==> src/modbus_regs.svh <==
/*
 * Constants of the serial holding-register slave: clock rate, bit rates,
 * frame gap, function and exception codes, register numbers and status codes.
 * Assumes it is included by bare name from every file that needs it.
 */
`ifndef MODBUS_REGS_SVH
`define MODBUS_REGS_SVH

// system clock and bit period in cycles, rounded down
`define MB_CLK_HZ      10000000
`define MB_BIT_CYC(r)  (`MB_CLK_HZ / (r))

// 3.5 characters of 11 bit times each, rounded up to whole bits
`define MB_GAP_BITS    6'd39

// frame sizes
`define MB_BUF_DEPTH   7'd64
`define MB_MIN_FRAME   7'd4
`define MB_FIX_FRAME   7'd8
`define MB_MAX_REGS    16'h0010
`define MB_NUM_REGS    17'h00010

// function codes
`define MB_FN_READ     8'h03
`define MB_FN_WR_ONE   8'h06
`define MB_FN_WR_MANY  8'h10
`define MB_FN_EXC_BIT  8'h80

// exception codes
`define MB_EXC_NONE    8'h00
`define MB_EXC_FUNC    8'h01
`define MB_EXC_ADDR    8'h02
`define MB_EXC_VALUE   8'h03

// read-only registers and their contents
`define MB_REG_MEAS    4'h1
`define MB_REG_STAT    4'h2
`define MB_MEAS_MAX    16'h270f
`define MB_MEAS_MIN    16'hfc19
`define MB_STAT_OK     16'h0000
`define MB_STAT_HI     16'h00a0
`define MB_STAT_LO     16'h0060

// frame check
`define MB_CRC_INIT    16'hffff
`define MB_CRC_POLY    16'ha001

`endif

==> src/modbus_pkg.sv <==
/*
 * Types shared by the serial holding-register slave.
 * Assumes nothing beyond a SystemVerilog compiler.
 */
package modbus_pkg;

    typedef logic [2:0]  baud_sel_t;   // 0..7 = 1200,2400,4800,9600,19200,38400,57600,115200
    typedef logic [15:0] hreg_t;       // one holding register word

    typedef enum {
        ST_IDLE,
        ST_START,
        ST_DATA,
        ST_STOP,
        ST_CHECK,
        ST_WRHI,
        ST_WRLO,
        ST_WRCOMMIT,
        ST_TXLOAD,
        ST_TXPREP,
        ST_TXBIT
    } state_t;

endpackage

==> src/modbus_rtu_register_slave.sv <==
/*
 * Serial holding-register slave on a half-duplex rs-485 line: receives
 * frames, checks them, reads sixteen holding registers, writes all but 01h and 02h, and answers.
 * Assumes rx_in comes from the pin; baud, address and measurement inputs
 * come from logic on clk_in and are steady while a frame is handled.
 */
`timescale 1ns/1ps
`include "modbus_regs.svh"

// Contract
// - characters are one start bit, eight data bits, no parity
// - send two stop bits; accept one or two on receive
// - bit rate selectable from 1200 to 115200, same at both ends
// - everything is a holding register; signed values in two's complement
// - function 03h reads one or a contiguous group of registers
// - function 06h writes one register, 10h writes a contiguous group
// - group read or write frames address at most sixteen registers
// - broadcast requests are carried out but never answered
// - register 01h gives measurement clamped to -999..9999, not writable
// - register 02h gives 0h valid, A0h over range, 60h under range
module modbus_rtu_register_slave (
    input  wire  logic                  clk_in,         // 10 MHz system clock
    input  wire  logic                  rst_n_in,       // async reset, active low
    input  wire  logic                  rx_in,          // line receive data pin
    output logic                        tx_out,         // line transmit data
    output logic                        de_out,         // line driver enable
    input  wire  modbus_pkg::baud_sel_t baud_sel_in,    // bit rate select
    input  wire  logic [7:0]            slave_addr_in,  // own station address
    input  wire  modbus_pkg::hreg_t     meas_value_in,  // signed measurement
    output logic                        param_wr_out,   // parameter write pulse
    output logic [3:0]                  param_addr_out, // written register
    output modbus_pkg::hreg_t           param_data_out  // written value
);
    import modbus_pkg::*;

    state_t      st_r;
    logic        rx_s1_r, rx_s2_r;
    logic [13:0] tmr_r;
    logic [3:0]  bitn_r;
    logic [7:0]  sh_r;
    logic [6:0]  cnt_r;
    logic [15:0] crc_r;
    logic [5:0]  gap_r;
    logic        bad_r;
    logic [7:0]  addr_r, func_r, bc_r, exc_r, hi_r;
    logic [15:0] start_r, qty_r;
    logic [4:0]  idx_r;
    logic [5:0]  txi_r;
    logic [10:0] txsh_r;

    function automatic logic [15:0] crc_upd(input logic [15:0] c, input logic [7:0] d);
        logic [15:0] x;
        x = c ^ {8'h00, d};
        for (int i = 0; i < 8; i++) begin
            x = x[0] ? ((x >> 1) ^ `MB_CRC_POLY) : (x >> 1);
        end
        return x;
    endfunction

    // bit period per selected rate
    wire [13:0] bit_len = (baud_sel_in == 3'h0) ? 14'(`MB_BIT_CYC(1200))  :
                          (baud_sel_in == 3'h1) ? 14'(`MB_BIT_CYC(2400))  :
                          (baud_sel_in == 3'h2) ? 14'(`MB_BIT_CYC(4800))  :
                          (baud_sel_in == 3'h3) ? 14'(`MB_BIT_CYC(9600))  :
                          (baud_sel_in == 3'h4) ? 14'(`MB_BIT_CYC(19200)) :
                          (baud_sel_in == 3'h5) ? 14'(`MB_BIT_CYC(38400)) :
                          (baud_sel_in == 3'h6) ? 14'(`MB_BIT_CYC(57600)) :
                                                  14'(`MB_BIT_CYC(115200));
    wire        tick   = (tmr_r == 14'h0000);
    wire [13:0] reload = bit_len - 14'h0001;

    // receive byte accepted only with a high first stop bit
    wire byte_ok = (st_r == ST_STOP) && tick && rx_s2_r && (cnt_r < `MB_BUF_DEPTH);
    wire bcast   = (addr_r == 8'h00);

    // frame acceptance: crc over whole frame leaves zero
    wire frame_ok = !bad_r && (crc_r == 16'h0000) && (cnt_r >= `MB_MIN_FRAME) &&
                    ((addr_r == slave_addr_in) || bcast);

    // request checks
    wire [6:0]  q2       = {qty_r[5:0], 1'b0};
    wire [16:0] end_reg  = {1'b0, start_r} + {1'b0, qty_r};
    wire        q_ok     = (qty_r != 16'h0000) && (qty_r <= `MB_MAX_REGS);
    wire        range_ok = (end_reg <= `MB_NUM_REGS);
    wire        ro_hit   = (start_r <= 16'h0002) && (end_reg > 17'h00001);
    wire        one_bad  = (start_r > 16'h000f) || (start_r == 16'h0001) ||
                           (start_r == 16'h0002);
    wire [7:0]  exc_w =
        (func_r == `MB_FN_READ)    ? ((!q_ok || cnt_r != `MB_FIX_FRAME) ? `MB_EXC_VALUE :
                                      !range_ok ? `MB_EXC_ADDR : `MB_EXC_NONE) :
        (func_r == `MB_FN_WR_ONE)  ? ((cnt_r != `MB_FIX_FRAME) ? `MB_EXC_VALUE :
                                      one_bad ? `MB_EXC_ADDR : `MB_EXC_NONE) :
        (func_r == `MB_FN_WR_MANY) ? ((!q_ok || bc_r != {1'b0, q2} ||
                                       cnt_r != 7'd9 + q2) ? `MB_EXC_VALUE :
                                      (!range_ok || ro_hit) ? `MB_EXC_ADDR : `MB_EXC_NONE) :
                                     `MB_EXC_FUNC;

    // measurement in twos_complement_format, clamped, with its status
    wire   meas_hi = $signed(meas_value_in) > $signed(`MB_MEAS_MAX);
    wire   meas_lo = $signed(meas_value_in) < $signed(`MB_MEAS_MIN);
    hreg_t meas_w, stat_w;
    assign meas_w = meas_hi ? `MB_MEAS_MAX : meas_lo ? `MB_MEAS_MIN : meas_value_in;
    assign stat_w = meas_hi ? `MB_STAT_HI : meas_lo ? `MB_STAT_LO : `MB_STAT_OK;

    // frame buffer: raw received bytes, group write data read back from byte 7
    wire [7:0] buf_rd;
    wire [5:0] buf_ra = 6'd7 + {idx_r, 1'b0} + {5'd0, (st_r == ST_WRLO)};
    mem_sync #(.W(8), .D(64), .AW(6)) u_frame_buf (
        .clk_in    (clk_in),
        .rst_n_in  (rst_n_in),
        .we_in     (byte_ok),
        .waddr_in  (cnt_r[5:0]),
        .wdata_in  (sh_r),
        .raddr_in  (buf_ra),
        .rdata_out (buf_rd)
    );

    // holding registers; 01h and 02h are served live instead
    wire [5:0] txd    = txi_r - 6'd3;
    wire [3:0] rd_reg = start_r[3:0] + 4'(txd >> 1);
    hreg_t     reg_rd, rd_word;
    wire       reg_we = (st_r == ST_WRCOMMIT) ||
                        ((st_r == ST_CHECK) && frame_ok && func_r == `MB_FN_WR_ONE &&
                         exc_w == `MB_EXC_NONE);
    wire [3:0] reg_wa = (st_r == ST_WRCOMMIT) ? start_r[3:0] + idx_r[3:0] : start_r[3:0];
    hreg_t     reg_wd;
    assign reg_wd  = (st_r == ST_WRCOMMIT) ? {hi_r, buf_rd} : qty_r;
    assign rd_word = (rd_reg == `MB_REG_MEAS) ? meas_w :
                     (rd_reg == `MB_REG_STAT) ? stat_w : reg_rd;
    mem_sync #(.W(16), .D(16), .AW(4)) u_hold_regs (
        .clk_in    (clk_in),
        .rst_n_in  (rst_n_in),
        .we_in     (reg_we),
        .waddr_in  (reg_wa),
        .wdata_in  (reg_wd),
        .raddr_in  (rd_reg),
        .rdata_out (reg_rd)
    );

    // answer bytes: header, data or echo, then crc low byte first
    wire       is_exc = (exc_r != `MB_EXC_NONE);
    wire [5:0] tx_len = is_exc ? 6'd5 : (func_r == `MB_FN_READ) ? 6'd5 + q2[5:0] : 6'd8;
    wire       tx_crc = (txi_r >= tx_len - 6'd2);
    wire [7:0] tx_byte =
        (txi_r == tx_len - 6'd2) ? crc_r[7:0] :
        (txi_r == tx_len - 6'd1) ? crc_r[15:8] :
        (txi_r == 6'd0) ? addr_r :
        (txi_r == 6'd1) ? (is_exc ? (func_r | `MB_FN_EXC_BIT) : func_r) :
        is_exc ? exc_r :
        (func_r == `MB_FN_READ) ? ((txi_r == 6'd2) ? {1'b0, q2} :
                                   txd[0] ? rd_word[7:0] : rd_word[15:8]) :
        (txi_r == 6'd2) ? start_r[15:8] :
        (txi_r == 6'd3) ? start_r[7:0] :
        (txi_r == 6'd4) ? qty_r[15:8] : qty_r[7:0];

    assign tx_out = txsh_r[0];

    // pin synchroniser
    always_ff @(posedge clk_in or negedge rst_n_in) begin
        if (!rst_n_in) begin
            rx_s1_r <= 1'b1;
            rx_s2_r <= 1'b1;
        end else begin
            rx_s1_r <= rx_in;
            rx_s2_r <= rx_s1_r;
        end
    end

    // request header captured as it arrives, bytes 0..6
    always_ff @(posedge clk_in or negedge rst_n_in) begin
        if (!rst_n_in) begin
            addr_r  <= 8'h00;
            func_r  <= 8'h00;
            start_r <= 16'h0000;
            qty_r   <= 16'h0000;
            bc_r    <= 8'h00;
        end else if (byte_ok) begin
            case (cnt_r)
                7'd0: addr_r <= sh_r;
                7'd1: func_r <= sh_r;
                7'd2: start_r[15:8] <= sh_r;
                7'd3: start_r[7:0] <= sh_r;
                7'd4: qty_r[15:8] <= sh_r;
                7'd5: qty_r[7:0] <= sh_r;
                7'd6: bc_r <= sh_r;
                default: ;
            endcase
        end
    end

    // registered copy of each accepted register write
    always_ff @(posedge clk_in or negedge rst_n_in) begin
        if (!rst_n_in) begin
            param_wr_out   <= 1'b0;
            param_addr_out <= 4'h0;
            param_data_out <= 16'h0000;
        end else begin
            param_wr_out <= reg_we;
            if (reg_we) begin
                param_addr_out <= reg_wa;
                param_data_out <= reg_wd;
            end
        end
    end

    // main sequencer; receive is ignored while answering, the line is half duplex
    always_ff @(posedge clk_in or negedge rst_n_in) begin
        if (!rst_n_in) begin
            st_r <= ST_IDLE;  tmr_r <= 14'h0000;  bitn_r <= 4'h0;  sh_r <= 8'h00;
            cnt_r <= 7'd0;    crc_r <= `MB_CRC_INIT;  gap_r <= 6'd0;  bad_r <= 1'b0;
            exc_r <= 8'h00;   hi_r <= 8'h00;  idx_r <= 5'd0;  txi_r <= 6'd0;
            txsh_r <= 11'h7ff;  de_out <= 1'b0;
        end else begin
            tmr_r <= tick ? reload : tmr_r - 14'h0001;
            case (st_r)
                ST_IDLE: begin
                    if (tick && gap_r != `MB_GAP_BITS) begin
                        gap_r <= gap_r + 6'd1;
                    end
                    if (cnt_r != 7'd0 && gap_r == `MB_GAP_BITS) begin
                        st_r <= ST_CHECK;
                    end else if (!rx_s2_r) begin
                        tmr_r <= bit_len >> 1;                            // mid start bit
                        st_r  <= ST_START;
                    end
                end
                ST_START: if (tick) begin
                    bitn_r <= 4'h0;
                    st_r   <= rx_s2_r ? ST_IDLE : ST_DATA;                // glitch rejected
                end
                ST_DATA: if (tick) begin
                    sh_r   <= {rx_s2_r, sh_r[7:1]};
                    bitn_r <= bitn_r + 4'h1;
                    if (bitn_r == 4'h7) begin
                        st_r <= ST_STOP;
                    end
                end
                ST_STOP: if (tick) begin
                    gap_r <= 6'd0;
                    if (byte_ok) begin
                        cnt_r <= cnt_r + 7'd1;
                        crc_r <= crc_upd(crc_r, sh_r);
                    end else begin
                        bad_r <= 1'b1;                                    // framing or overflow
                    end
                    st_r <= ST_IDLE;
                end
                ST_CHECK: begin
                    cnt_r <= 7'd0;  bad_r <= 1'b0;  crc_r <= `MB_CRC_INIT;
                    idx_r <= 5'd0;  txi_r <= 6'd0;  exc_r <= exc_w;
                    if (!frame_ok) begin
                        st_r <= ST_IDLE;
                    end else if (exc_w == `MB_EXC_NONE && func_r == `MB_FN_WR_MANY) begin
                        st_r <= ST_WRHI;
                    end else begin
                        st_r <= bcast ? ST_IDLE : ST_TXLOAD;
                    end
                end
                ST_WRHI: st_r <= ST_WRLO;
                ST_WRLO: begin
                    hi_r <= buf_rd;
                    st_r <= ST_WRCOMMIT;
                end
                ST_WRCOMMIT: begin
                    idx_r <= idx_r + 5'd1;
                    if (16'(idx_r) + 16'h0001 == qty_r) begin
                        st_r <= bcast ? ST_IDLE : ST_TXLOAD;
                    end else begin
                        st_r <= ST_WRHI;
                    end
                end
                ST_TXLOAD: st_r <= ST_TXPREP;                             // wait for read data
                ST_TXPREP: begin
                    txsh_r <= {2'b11, tx_byte, 1'b0};
                    if (!tx_crc) begin
                        crc_r <= crc_upd(crc_r, tx_byte);
                    end
                    de_out <= 1'b1;
                    tmr_r  <= reload;
                    bitn_r <= 4'h0;
                    st_r   <= ST_TXBIT;
                end
                ST_TXBIT: if (tick) begin
                    txsh_r <= {1'b1, txsh_r[10:1]};
                    bitn_r <= bitn_r + 4'h1;
                    if (bitn_r == 4'd10) begin
                        txi_r <= txi_r + 6'd1;
                        st_r  <= ST_TXLOAD;
                        if (txi_r == tx_len - 6'd1) begin
                            de_out <= 1'b0;
                            crc_r  <= `MB_CRC_INIT;
                            gap_r  <= 6'd0;
                            st_r   <= ST_IDLE;
                        end
                    end
                end
                default: st_r <= ST_IDLE;
            endcase
        end
    end
endmodule

==> src/mem_sync.sv <==
/*
 * Small synchronous memory with one write port and a registered read port.
 * Assumes a single clock; contents are undefined after reset.
 */
`timescale 1ns/1ps

module mem_sync #(
    parameter int W  = 8,
    parameter int D  = 64,
    parameter int AW = 6
) (
    input  wire  logic          clk_in,     // system clock
    input  wire  logic          rst_n_in,   // async reset, active low
    input  wire  logic          we_in,      // write strobe
    input  wire  logic [AW-1:0] waddr_in,   // write address
    input  wire  logic [W-1:0]  wdata_in,   // write data
    input  wire  logic [AW-1:0] raddr_in,   // read address
    output logic       [W-1:0]  rdata_out   // read data, one cycle late
);
    logic [W-1:0] mem_r [D];

    // array carries no reset so it maps onto plain ram
    always_ff @(posedge clk_in) begin
        if (we_in) begin
            mem_r[waddr_in] <= wdata_in;
        end
    end

    // read data always leaves through a register
    always_ff @(posedge clk_in or negedge rst_n_in) begin
        if (!rst_n_in) begin
            rdata_out <= '0;
        end else begin
            rdata_out <= mem_r[raddr_in];
        end
    end
endmodule

==> config.mk <==
export PLATFORM = sky130hd
export DESIGN_NAME = modbus_rtu_register_slave
export DESIGN_NICKNAME = d
export VERILOG_FILES = /design/src/modbus_pkg.sv /design/src/modbus_rtu_register_slave.sv /design/src/mem_sync.sv
export VERILOG_INCLUDE_DIRS = /design/src
export SDC_FILE = /design/constraint.sdc
export NUM_CORES = 1
export LEC_CHECK = 0
export ABC_AREA = 0
export BUFFER_PORTS_ARGS = -buffer_cell sky130_fd_sc_hd__buf_2
export CAP_MARGIN = 20
export CORE_ASPECT_RATIO = 1.5
export CORE_MARGIN = 1
export CORE_UTILIZATION = 45
export DETAILED_ROUTE_END_ITERATION = 10
export PLACE_DENSITY_LB_ADDON = 0.25
export RECOVER_POWER = 25
export SLEW_MARGIN = 25
export SYNTH_ARGS = -nofsm -noshare
export SYNTH_HDL_FRONTEND = slang
export SYNTH_SLANG_ARGS = --single-unit
==> constraint.sdc <==
create_clock -name clk_in -period 6.7 [get_ports clk_in]
set_clock_uncertainty 0.05 [all_clocks]
set_input_delay 0.67 -clock clk_in [delete_from_list [all_inputs] [get_ports clk_in]]
set_output_delay 0.67 -clock clk_in [all_outputs]
set_load 0.01 [all_outputs]
; Word-level counts from Yosys, hierarchy flattened
; Memories as Yosys holds them, arrays and structs flattened. A register that Yosys moved wholly into a read port is not among the register bits.
; Index checks and enable logic that the tools add are counted.
[op_classes]
n_lt_le_gt_ge = 10
reduce_logical = 63
n_bitwise = 18
n_eq_ne = 61
muxes = 109
add_sub_neg = 18
[ops]
columns = operator, count
row1 = $mux 16, 27
row2 = $pmux 32 s11, 1
row3 = $mux 32, 8
row4 = $eq 32x4->1 const B, 6
row5 = $eq 32x3->1 const B, 5
row6 = $mux 8, 14
row7 = $eq 32x2->1 const B, 2
row8 = $pmux 16 s4, 1
row9 = $mux 14, 4
row10 = $mux 6, 9
row11 = $not 2->3, 16
row12 = $eq 32x1->1 const B, 1
row13 = $logic_not 32->1, 1
row14 = $mux 4, 8
row15 = $xor 16x8->16, 2
row16 = $pmux 14 s2, 1
row17 = $sub 14x1->14 const B, 2
row18 = $mux 11, 2
row19 = $ne 2x2->1 const B, 11
row20 = $pmux 11 s2, 1
row21 = $eq 7x3->1 const B, 3
row22 = $mux 7, 3
row23 = $mux 2, 10
row24 = $pmux 6 s3, 1
row25 = other kinds (81), 140
[totals]
regBits = 206
out_inout_bits = 23
mem_count = 2
word_cells = 307
mem_bits_rw = 768
inputBits = 30
[memory_table]
columns = name, depth, word_bits, read_ports, rd_clocked_by_memory_dff, wr, line_no
row1 = u_frame_buf.mem_r, 64, 8, 1, 1, 1, mem_sync.sv:20  ; logic [W-1:0] mem_r [D];
row2 = u_hold_regs.mem_r, 16, 16, 1, 1, 1, mem_sync.sv:20

; Logic depth before layout (Yosys ltp)
; Gate-level depths: netlist (run 1).
[depth]
depth_word = 32
mapped_depth = 21

; By module
; Synthesis (run 1) repeated with hierarchy kept, for this count alone.
[hier_totals]
cells_unflattened = 2831
hier_area_um2 = 43012.5
[by_module_without_submodules]
columns = module, cells_per_inst, area_each_um2, n_inst
row1 = mem_sync at u_frame_buf, 942, 20211.9, 1
row2 = modbus_rtu_register_slave, 1457, 12678.4, 1
row3 = mem_sync at u_hold_regs, 432, 10122.2, 1

; Worst setup path after synthesis (run 1)
; OpenSTA, ideal clock, no wires.
[synth_path]
path_type = register to register
startpoint = register qty_r[1]
endpoint = memory u_hold_regs.mem_r[11][0], enable pin
path_slack_ps = 870
path_buffers = 2
required_time_ps = 6220
synth_period_minus_slack_ps = 5830
path_stages_with_launch = 17
arrival_time_ps = 5349
path_cell_list = dfrtp_1 > clkbuf_1 > inv_1 > fa_1 > nor2b_1 > o21ai_0 > a21boi_0 > nor2_1 > o21ai_0 > a21boi_0 > o41a_1 > o32ai_1 > o211ai_1 > nor4_1 > o31ai_1 > clkbuf_1 > nor4_1
[synth_via]
elab_chain_len = 14
elab_cells_between_ends = 28
cone_classes = add/sub: 2 / order compare: 3 / eq/ne: 2 / mux: 9 / reduce/logical: 12
[synth_lines]
columns = element, line_no
row1 = "start, declared", modbus_rtu_register_slave.sv:46  ; logic [15:0] start_r, qty_r;
row2 = "start signal, assigned", modbus_rtu_register_slave.sv:184  ; 7'd5: qty_r[7:0] <= sh_r;
row3 = $add 16x16->17 (tied with other cells), modbus_rtu_register_slave.sv:82  ; wire [16:0] end_reg = {1'b0, start_r} + {1'b0, qty_r};
row4 = $le 17x5->1 (no line) (tied with other cells), n/a
row5 = $logic_not 1->1 (tied with other cells), modbus_rtu_register_slave.sv:95  ; (!range_ok || ro_hit) ? `MB_EXC_ADDR : `MB_EXC_NONE) :
row6 = $logic_or 1x1->1 (on tied branches), "modbus_rtu_register_slave.sv:95, modbus_rtu_register_slave.sv:93"
row7 = $mux 2 (no line) / $logic_or 1x1->1 (equally long branches), n/a
row8 = $mux 2 (no line) (3 in a row), n/a
row9 = $mux 2 (no line) (*), n/a
row10 = $logic_not 8->1 (no line) (*), n/a
row11 = $logic_and 1x1->1 (no line) (*), n/a
row12 = $logic_or 1x1->1 (*), modbus_rtu_register_slave.sv:122  ; wire reg_we = (st_r == ST_WRCOMMIT) ||
row13 = $mux 1 (*), mem_sync.sv:24  ; if (we_in) begin
row14 = $mux 1 (not written as such) (*), mem_sync.sv:25  ; mem_r[waddr_in] <= wdata_in;
row15 = "end, declared", mem_sync.sv:20
; Mark *: on every way between the ends. The rest lies on a longest branch, timed or not.

; Worst setup path in the final report (run 1)
[layout_path]
startpoint = register func_r[6]
endpoint = register crc_r[0]
[layout_via]
elab_chain_len = 19
elab_cells_between_ends = 36
cone_classes = add/sub: 2 / order compare: 1 / eq/ne: 5 / mux: 19 / bitwise: 8 / reduce/logical: 1
[layout_lines]
columns = element, line_no
row1 = "start, declared", modbus_rtu_register_slave.sv:45  ; logic [7:0] addr_r, func_r, bc_r, exc_r, hi_r;
row2 = "start signal, assigned", modbus_rtu_register_slave.sv:180  ; 7'd1: func_r <= sh_r;
row3 = $eq 8x2->1 (no line), n/a
row4 = $mux 6 / $mux 8 (equally long branches), "modbus_rtu_register_slave.sv:142, modbus_rtu_register_slave.sv:150"
row5 = $mux 6 / $mux 8 (equally long branches), "modbus_rtu_register_slave.sv:142, modbus_rtu_register_slave.sv:149"
row6 = $sub 6x1->6 / $mux 8 (equally long branches), "modbus_rtu_register_slave.sv:146, modbus_rtu_register_slave.sv:289, modbus_rtu_register_slave.sv:148"
row7 = $eq 6x6->1 / $mux 8 (equally long branches), "modbus_rtu_register_slave.sv:146, modbus_rtu_register_slave.sv:289, modbus_rtu_register_slave.sv:147"
row8 = $mux 8, modbus_rtu_register_slave.sv:146  ; (txi_r == tx_len - 6'd1) ? crc_r[15:8] :
row9 = $mux 8, modbus_rtu_register_slave.sv:145  ; (txi_r == tx_len - 6'd2) ? crc_r[7:0] :
row10 = $xor 16x8->16, modbus_rtu_register_slave.sv:53  ; x = c ^ {8'h00, d};
row11 = $mux 16 / $not 2->3 (equally long branches) (6 in a row), n/a
row12 = $not 2->3 (no line) / $mux 16 (equally long branches), n/a
row13 = $mux 16 (2 in a row), modbus_rtu_register_slave.sv:55  ; x = x[0] ? ((x >> 1) ^ `MB_CRC_POLY) : (x >> 1);
row14 = $mux 16, modbus_rtu_register_slave.sv:275  ; if (!tx_crc) begin
row15 = $pmux 16 s4, modbus_rtu_register_slave.sv:215  ; case (st_r)
row16 = "end signal, assigned", modbus_rtu_register_slave.sv:242  ; crc_r <= crc_upd(crc_r, sh_r);
row17 = "end signal, assigned", modbus_rtu_register_slave.sv:276  ; crc_r <= crc_upd(crc_r, tx_byte);
row18 = "end signal, assigned", modbus_rtu_register_slave.sv:291  ; crc_r <= `MB_CRC_INIT;
row19 = "end, declared", modbus_rtu_register_slave.sv:42  ; logic [15:0] crc_r;
; Parallel ways exist; a longest one is shown, timed or not. The select of a mux whose other input is x is not followed.
; A chain may end at the register's enable or synchronous reset.

==> run_results.csv, run 1 <==
group,metric,value,unit
critical_path,r2r_cells,17,
cells_and_area,layout-drive-gt1-share,0.243,
drt,wl_per_cell,27.0,µm
placed_design,place_ws,0.922,ns
logic_synthesis,synth_ff_type,"edfxtp_1",
critical_path,crit_arrival,6.38,ns
clock_network,htreeDepth,3,
placed_design,dp_hpwl,72100,µm
critical_path,critical_path.slowest_cell,"or4_4",
logic_synthesis,yosys_warnings,0,
logic_synthesis,ys_seq_area_frac,0.661,
grt,track_usage,0.234,
sta,worst_pin_slew,4.50,ns
critical_path,critPathMaxFanout,8,
critical_path,cp_cell_sequence,"or4_4, o31ai_1, inv_1, ha_1, or3b_2, a211oi_1, o31ai_1, a32o_2, nor3_2, a21oi_1, a211oi_4, xnor3_1, a211o_1, and3_1, or3_1, a311o_1, o311ai_1",
status,status,"complete, but fails checks",
min_path,hold_depth,2,
grt,grt_pass1_vias,24998,
status,violations,"capacitance limit, slew limit",
min_path,hold_start,"baud_sel_in[1]",
logic_synthesis,synth-edff-count,768,
logic_synthesis,synth_nets,2709,
critical_path,crit_required,7.25,ns
clock_network,clk_pin_slew_worst_paths,0.06,ns
sta,rsz0062_at_grt,"no",
flow_run,cap_viol_max_count,9,
critical_path,end_kind,"flop",
logic_synthesis,syn_inst,2624,
sta,fin_ws,0.865,ns
sta,relSlewSlack,-2.00,
cells_and_area,diodes,0,
floorplan,die_x,252,µm
clock_network,ctsResizeCount,0,
sta,period_share,0.871,
logic_synthesis,ys_seq_elements,962,
sta,fin_crit,5.84,ns
floorplan,core-area,93100,µm²
min_path,hold_class,"in -> reg",
logic_synthesis,synth_common_cells,"edfxtp_1 (768), mux4_2 (248), nand2_1 (204), dfrtp_1 (167), nor2_1 (166)",
drt,viasPerCell,5.96,
clock_network,post-cts-setup-buffer-count,0,
pwr,peakVddDrop,0.000202,V
sta,drv_slew,676,
grt,gr-total-overflow,0,
logic_synthesis,synth.most_common_cell,"edfxtp_1",
critical_path,ff2ff_setup_slack,0.86,ns
floorplan,start_util,0.454,
floorplan,die_area,95200,µm²
sta,finalHoldViolCount,0,
cells_and_area,design_area,47600,µm²
pwr,p_leak,0.0168,µW
cells_and_area,fill_cells,7602,
critical_path,r2r-start,"func_r[6]$_DFFE_PN0P_",
pwr,cellPowerDensity,269,nW/µm²
floorplan,row_count,137,
logic_synthesis,synth_top_area_cell,"edfxtp_1",
logic_synthesis,synth_area_per_cell,16.1,µm²
critical_path,start_kind,"flop",
critical_path,reg2reg_to,"crc_r[0]$_DFFE_PN1P_",
sta,tns,0,ns
grt,grt_pass1_wl,164000,µm
clock_network,cts_sinks,962,
drt,ant_nets,0,
clock_network,clockBufferDepth,3,
pwr,power,12800,µW
logic_synthesis,async_flop_share,0.202,
drt,drc,0,
clock_network,root_buffer,"clkbuf_16",
logic_synthesis,synth.top_cell.area_share,0.545,
logic_synthesis,synthTopCellsByArea,"edfxtp_1 (55%), mux4_2 (13%), dfrtp_1 (9.9%)",
critical_path,crit_path_max_incr_delay,0.59,ns
clock_network,clk-insertion-delay-late,0.70,ns
floorplan,die_h,377,µm
drt,drtIter0Drc,2187,
critical_path,path_common_cell,"o31ai_1",
clock_network,postCtsHoldBufs,2,
clock_network,numCtsBuffers,93,
placed_design,gp_congestion,0.881,
sta,timing.fmax,0.171,GHz
cells_and_area,areaGrowthSynthToFinish,12.6,%
drt,dr.pass1.iters,6,
grt,grt_max_degree,95,
logic_synthesis,ys_types,89,
sta,final-setup-viol-count,0,
critical_path,path_class,"reg -> reg",
placed_design,place_area,44400,µm²
placed_design,io_buffer_count,52,
min_path,min_to,"tmr_r[12]$_DFF_PN0_",
floorplan,io_pins,53,
clock_network,tritoncts,"done",
drt,dr_total_vias,24079,
logic_synthesis,syn_area,42300,µm²
drt,wl,109000,µm
grt,antenna_found_initial,2,
cells_and_area,post-route-util,0.512,
cells_and_area,layout.nets,2795,
## worst max-delay path, delay by kind of cell, from the launching register on
family,cells,cell delay [ns]
buf+inv,1,0.12
fa+ha+maj,1,0.24
compound gates,9,2.39
flops,1,0.45
xor+xnor,1,0.42
simple gates,5,2.07
## layout by cell type, fill, tap and decap left out, drive strengths merged, types with 9 or more instances in the layout
cell	Yosys	routed
a21oi	75	75
or4	9	9
ha	52	52
nor3	37	37
mux4	248	248
a21o	11	11
and2	11	11
o21ai	105	105
clkbuf	98	129
o211ai	12	12
nand4	11	11
nor4	38	38
mux2	90	90
nor2	167	167
and3	14	14
nor2b	11	11
bufinv	0	14
buf	28	106
nand3	42	42
inv	49	51
or3	20	20
clkinv	2	35
dfstp	27	27
a211o	10	10
a31oi	13	13
nand2b	13	13
a211oi	15	15
o21a	14	14
o22ai	11	11
edfxtp	768	768
o31ai	13	13
dfrtp	167	167
nor3b	11	11
nand2	204	204
xnor2	54	54
mux2i	18	18
xor2	45	45
## kinds of logic after synthesis
kind of cell	count (synthesis)	share of synthesized area
flops	962	0.661
buf+inv	177	0.0160
xor+xnor	100	0.0210
simple gates	620	0.0705
mux	356	0.160
compound gates	354	0.0544
fa+ha+maj	55	0.0168
## sequential cells by signal, indices dropped and copies added (netlist names), 7 cells and up
| register | flops |
|---|---|
| crc_r | 16 |
| hi_r | 8 |
| cnt_r | 7 |
| u_hold_regs.mem_r | 256 |
| start_r | 16 |
| u_hold_regs.rdata_out | 16 |
| func_r | 8 |
| bc_r | 8 |
| qty_r | 16 |
| sh_r | 8 |
| u_frame_buf.rdata_out | 8 |
| tmr_r | 14 |
| param_data_out | 16 |
| addr_r | 8 |
| u_frame_buf.mem_r | 512 |
| txsh_r | 9 |
## worst max path at each step
stage          slack, ns                                  to             startpoint  cells after the start
3_5_place_dp        0.92                crc_r[0]$_DFFE_PN1P_  func_r[6]$_DFFE_PN0P_                     17
3_3_place_gp        0.96                crc_r[0]$_DFFE_PN1P_  func_r[7]$_DFFE_PN0P_                     17
5_1_grt             0.38                crc_r[0]$_DFFE_PN1P_   txi_r[0]$_DFFE_PN0P_                     18
4_1_cts             0.89                crc_r[0]$_DFFE_PN1P_  func_r[7]$_DFFE_PN0P_                     17
2_1_floorplan       0.87  u_hold_regs.mem_r[11][0]$_DFFE_PP_   qty_r[1]$_DFFE_PN0P_                     16
6_report            0.86                crc_r[0]$_DFFE_PN1P_  func_r[6]$_DFFE_PN0P_                     17
## where the power goes
group	switching (µW)	internal, µW
clock network	2310	3270
registers	100	6500
logic	404	242
## per-layer routing
layer,GRT usage,part of all wire
met2,0.416,0.53
met5,0,0.00028
met1,0.280,0.38
met4,0.115,0.048
met3,0.0274,0.043
## stage by stage
step,hold WS [ns],cells
2_1_floorplan,0.295,2624
3_3_place_gp,0.296,3864
3_5_place_dp,0.300,3864
4_1_cts,0.242,4039
5_1_grt,0.293,4039
6_report,0.302,4039
## area by class of cell
| cell class | count | area [µm²] | share of cell area |
|---|---|---|---|
| clock buffer | 120 | 2570 | 0.0540 |
| clock inverter | 53 | 704 | 0.0148 |
| inverter | 51 | 191 | 0.00402 |
| multi-input combinational | 1485 | 13900 | 0.292 |
| sequential | 962 | 28000 | 0.587 |
| tap | 1251 | 1570 | 0.0329 |
| timing repair buffer | 117 | 747 | 0.0157 |
Power figures use the tool's default switching activity.
==> run 2: changes to the inputs <==
--- a/config.mk
+++ b/config.mk
@@ -13,7 +13,7 @@
 export CORE_MARGIN = 1
 export CORE_UTILIZATION = 45
 export DETAILED_ROUTE_END_ITERATION = 10
-export PLACE_DENSITY_LB_ADDON = 0.25
+export PLACE_DENSITY = 0.56
 export RECOVER_POWER = 25
 export SLEW_MARGIN = 25
 export SYNTH_ARGS = -nofsm -noshare
==> run 2 against run 1 <==
  * The run still ends with capacitance limit, slew limit left
  * Clock power fell by 0.7%
  * Global-route usage rose by 0.46 points
  * Combinational power rose by 2%
  * Highest routed layer is now met4
  * Register-to-register slack got worse by 0.03 ns
  * Cell area barely moved
  * Sequential power barely moved
  * Clock-buffer cell count fell by 3
  * Worst hold slack got worse by 0.014 ns
  * Sequential cell count did not move
  * Power fell by 0.14%
  * Critical path type unchanged
  * Non-clock buffer count rose by 6
==> run_results.csv, run 2 (synthesized netlist as in run 1, its figures left out) <==
group,metric,value,unit
flow_run,cap_viol_max_count,9,
cells_and_area,areaGrowthSynthToFinish,12.6,%
floorplan,core-area,93100,µm²
placed_design,placed_cells,3871,
clock_network,clk_pin_slew_worst_paths,0.06,ns
drt,drtIter0Drc,1795,
cells_and_area,final_common_cell,"edfxtp_1",
sta,worst_pin_slew,5.34,ns
placed_design,place_ws,0.885,ns
sta,drv_slew,706,
grt,gr-total-overflow,0,
critical_path,path_class,"reg -> reg",
placed_design,dp_hpwl,73600,µm
sta,fin_crit,5.86,ns
clock_network,ctsResizeCount,0,
drt,wl,111000,µm
grt,grt_max_degree,111,
min_path,hold_depth,2,
sta,tns,0,ns
clock_network,numCtsBuffers,93,
cells_and_area,layout.nets,2801,
cells_and_area,fin_cells,4046,
sta,timing.fmax,0.171,GHz
sta,finalHoldViolCount,0,
clock_network,postCtsHoldBufs,1,
clock_network,clk-insertion-delay-late,0.70,ns
sta,relSlewSlack,-2.56,
drt,viasPerCell,5.94,
sta,final-setup-viol-count,0,
cells_and_area,most-common-layout-cells,"edfxtp_1 (768), mux4_2 (248), nand2_1 (204)",
placed_design,io_buffer_count,52,
clock_network,tritoncts,"done",
sta,rsz0062_at_grt,"no",
cells_and_area,post-route-util,0.512,
cells_and_area,regMostFlops,"u_frame_buf.mem_r",
pwr,p_leak,0.0168,µW
placed_design,gp_congestion,0.896,
placed_design,place_area,44400,µm²
status,status,"complete, but fails checks",
cells_and_area,layout-drive-gt1-share,0.243,
critical_path,crit_arrival,6.41,ns
floorplan,io_pins,53,
grt,grt_pass1_wl,166000,µm
clock_network,post-cts-setup-buffer-count,0,
clock_network,htreeDepth,3,
clock_network,cts_sinks,962,
drt,ant_nets,0,
floorplan,row_count,137,
drt,wl_per_cell,27.5,µm
sta,period_share,0.875,
min_path,hold_class,"in -> reg",
critical_path,start_kind,"flop",
floorplan,die_area,95200,µm²
status,violations,"capacitance limit, slew limit",
critical_path,critPathMaxFanout,17,
cells_and_area,fill_cells,7630,
cells_and_area,design_area,47600,µm²
critical_path,end_kind,"flop",
grt,track_usage,0.238,
drt,dr.pass1.iters,5,
drt,dr_total_vias,24045,
sta,fin_ws,0.837,ns
pwr,peakVddDrop,0.000301,V
cells_and_area,largest_register_ffs,512,
pwr,cellPowerDensity,269,nW/µm²
clock_network,root_buffer,"clkbuf_16",
grt,antenna_found_initial,1,
floorplan,die_x,252,µm
cells_and_area,top_regs,"u_frame_buf.mem_r: 512 flops, u_hold_regs.mem_r: 256 flops",
grt,grt_pass1_vias,24742,
critical_path,crit_required,7.25,ns
clock_network,clockBufferDepth,3,
drt,drc,0,
floorplan,die_h,377,µm
critical_path,r2r_cells,19,
floorplan,start_util,0.454,
run 2: final cells by class:
class / instances / area [µm²] / area share
multi-input cells: 1485 / 13900 / 0.291
flip-flops and latches: 962 / 28000 / 0.587
repair buffers: 123 / 810 / 0.0170
diodes: 2 / 5.00 / 0.000105
clock buffers: 117 / 2500 / 0.0525
clock inverters: 55 / 717 / 0.0151
inverters: 51 / 191 / 0.00402
well taps: 1251 / 1570 / 0.0329
run 2: final timing paths:
| path | startpoint | endpoint | slack (ns) |
|---|---|---|---|
| worst max register to register | func_r[7]$_DFFE_PN0P_ | crc_r[0]$_DFFE_PN1P_ | 0.84 |
| worst min register to register | rx_s1_r$_DFF_PN1_ | rx_s2_r$_DFF_PN1_ | 0.31 |
| max in group asynchronous | rst_n_in | idx_r[4]$_DFFE_PN0P_ | 1.42 |
| min in group asynchronous | rst_n_in | de_out$_DFFE_PN0P_ | 2.11 |
| worst min-delay path | baud_sel_in[1] | tmr_r[12]$_DFF_PN0_ | 0.29 |
| worst max-delay path | func_r[7]$_DFFE_PN0P_ | crc_r[0]$_DFFE_PN1P_ | 0.84 |
run 2: through the flow:
| step | power [µW] | hold WS [ns] |
|---|---|---|
| finish | 12800 | 0.288 |
| global route | 13200 | 0.267 |
| CTS | 12900 | 0.0124 |
| detailed placement | 7380 | 0.297 |
| global placement | 7360 | 0.297 |
| floorplan | 7140 | 0.295 |
run 2: worst max-delay path, stage by stage (launching register included):
cell	delay (ns)
dfrtp_1	0.44
nor4_4	0.41
nand2_1	0.08
buf_4	0.21
nor2_1	0.18
nand2_1	0.16
ha_1	0.30
or3b_2	0.44
a211oi_1	0.28
o31ai_1	0.10
a32o_2	0.29
or3_4	0.41
mux2i_1	0.18
xnor2_1	0.35
xnor3_1	0.53
a211o_1	0.33
and3_1	0.20
or3_1	0.34
a311o_1	0.35
o311ai_1	0.09
run 2: power breakdown:
group | internal, µW | leakage [µW] | switching (µW) | total [µW]
Combinational | 242 | 0.00517 | 417 | 659
Clock | 3240 | 0.00157 | 2300 | 5540
Sequential | 6500 | 0.0100 | 104 | 6610
run 2: per-layer routing:
layer / GRT usage / wire (µm) / up-vias
li1: - / - / 10560
met1: 0.287 / 43400 / 12653
met2: 0.439 / 60300 / 652
met3: 0.0260 / 4310 / 180
met4: 0.0848 / 3410 / 0
met5: 0 / 0 / -
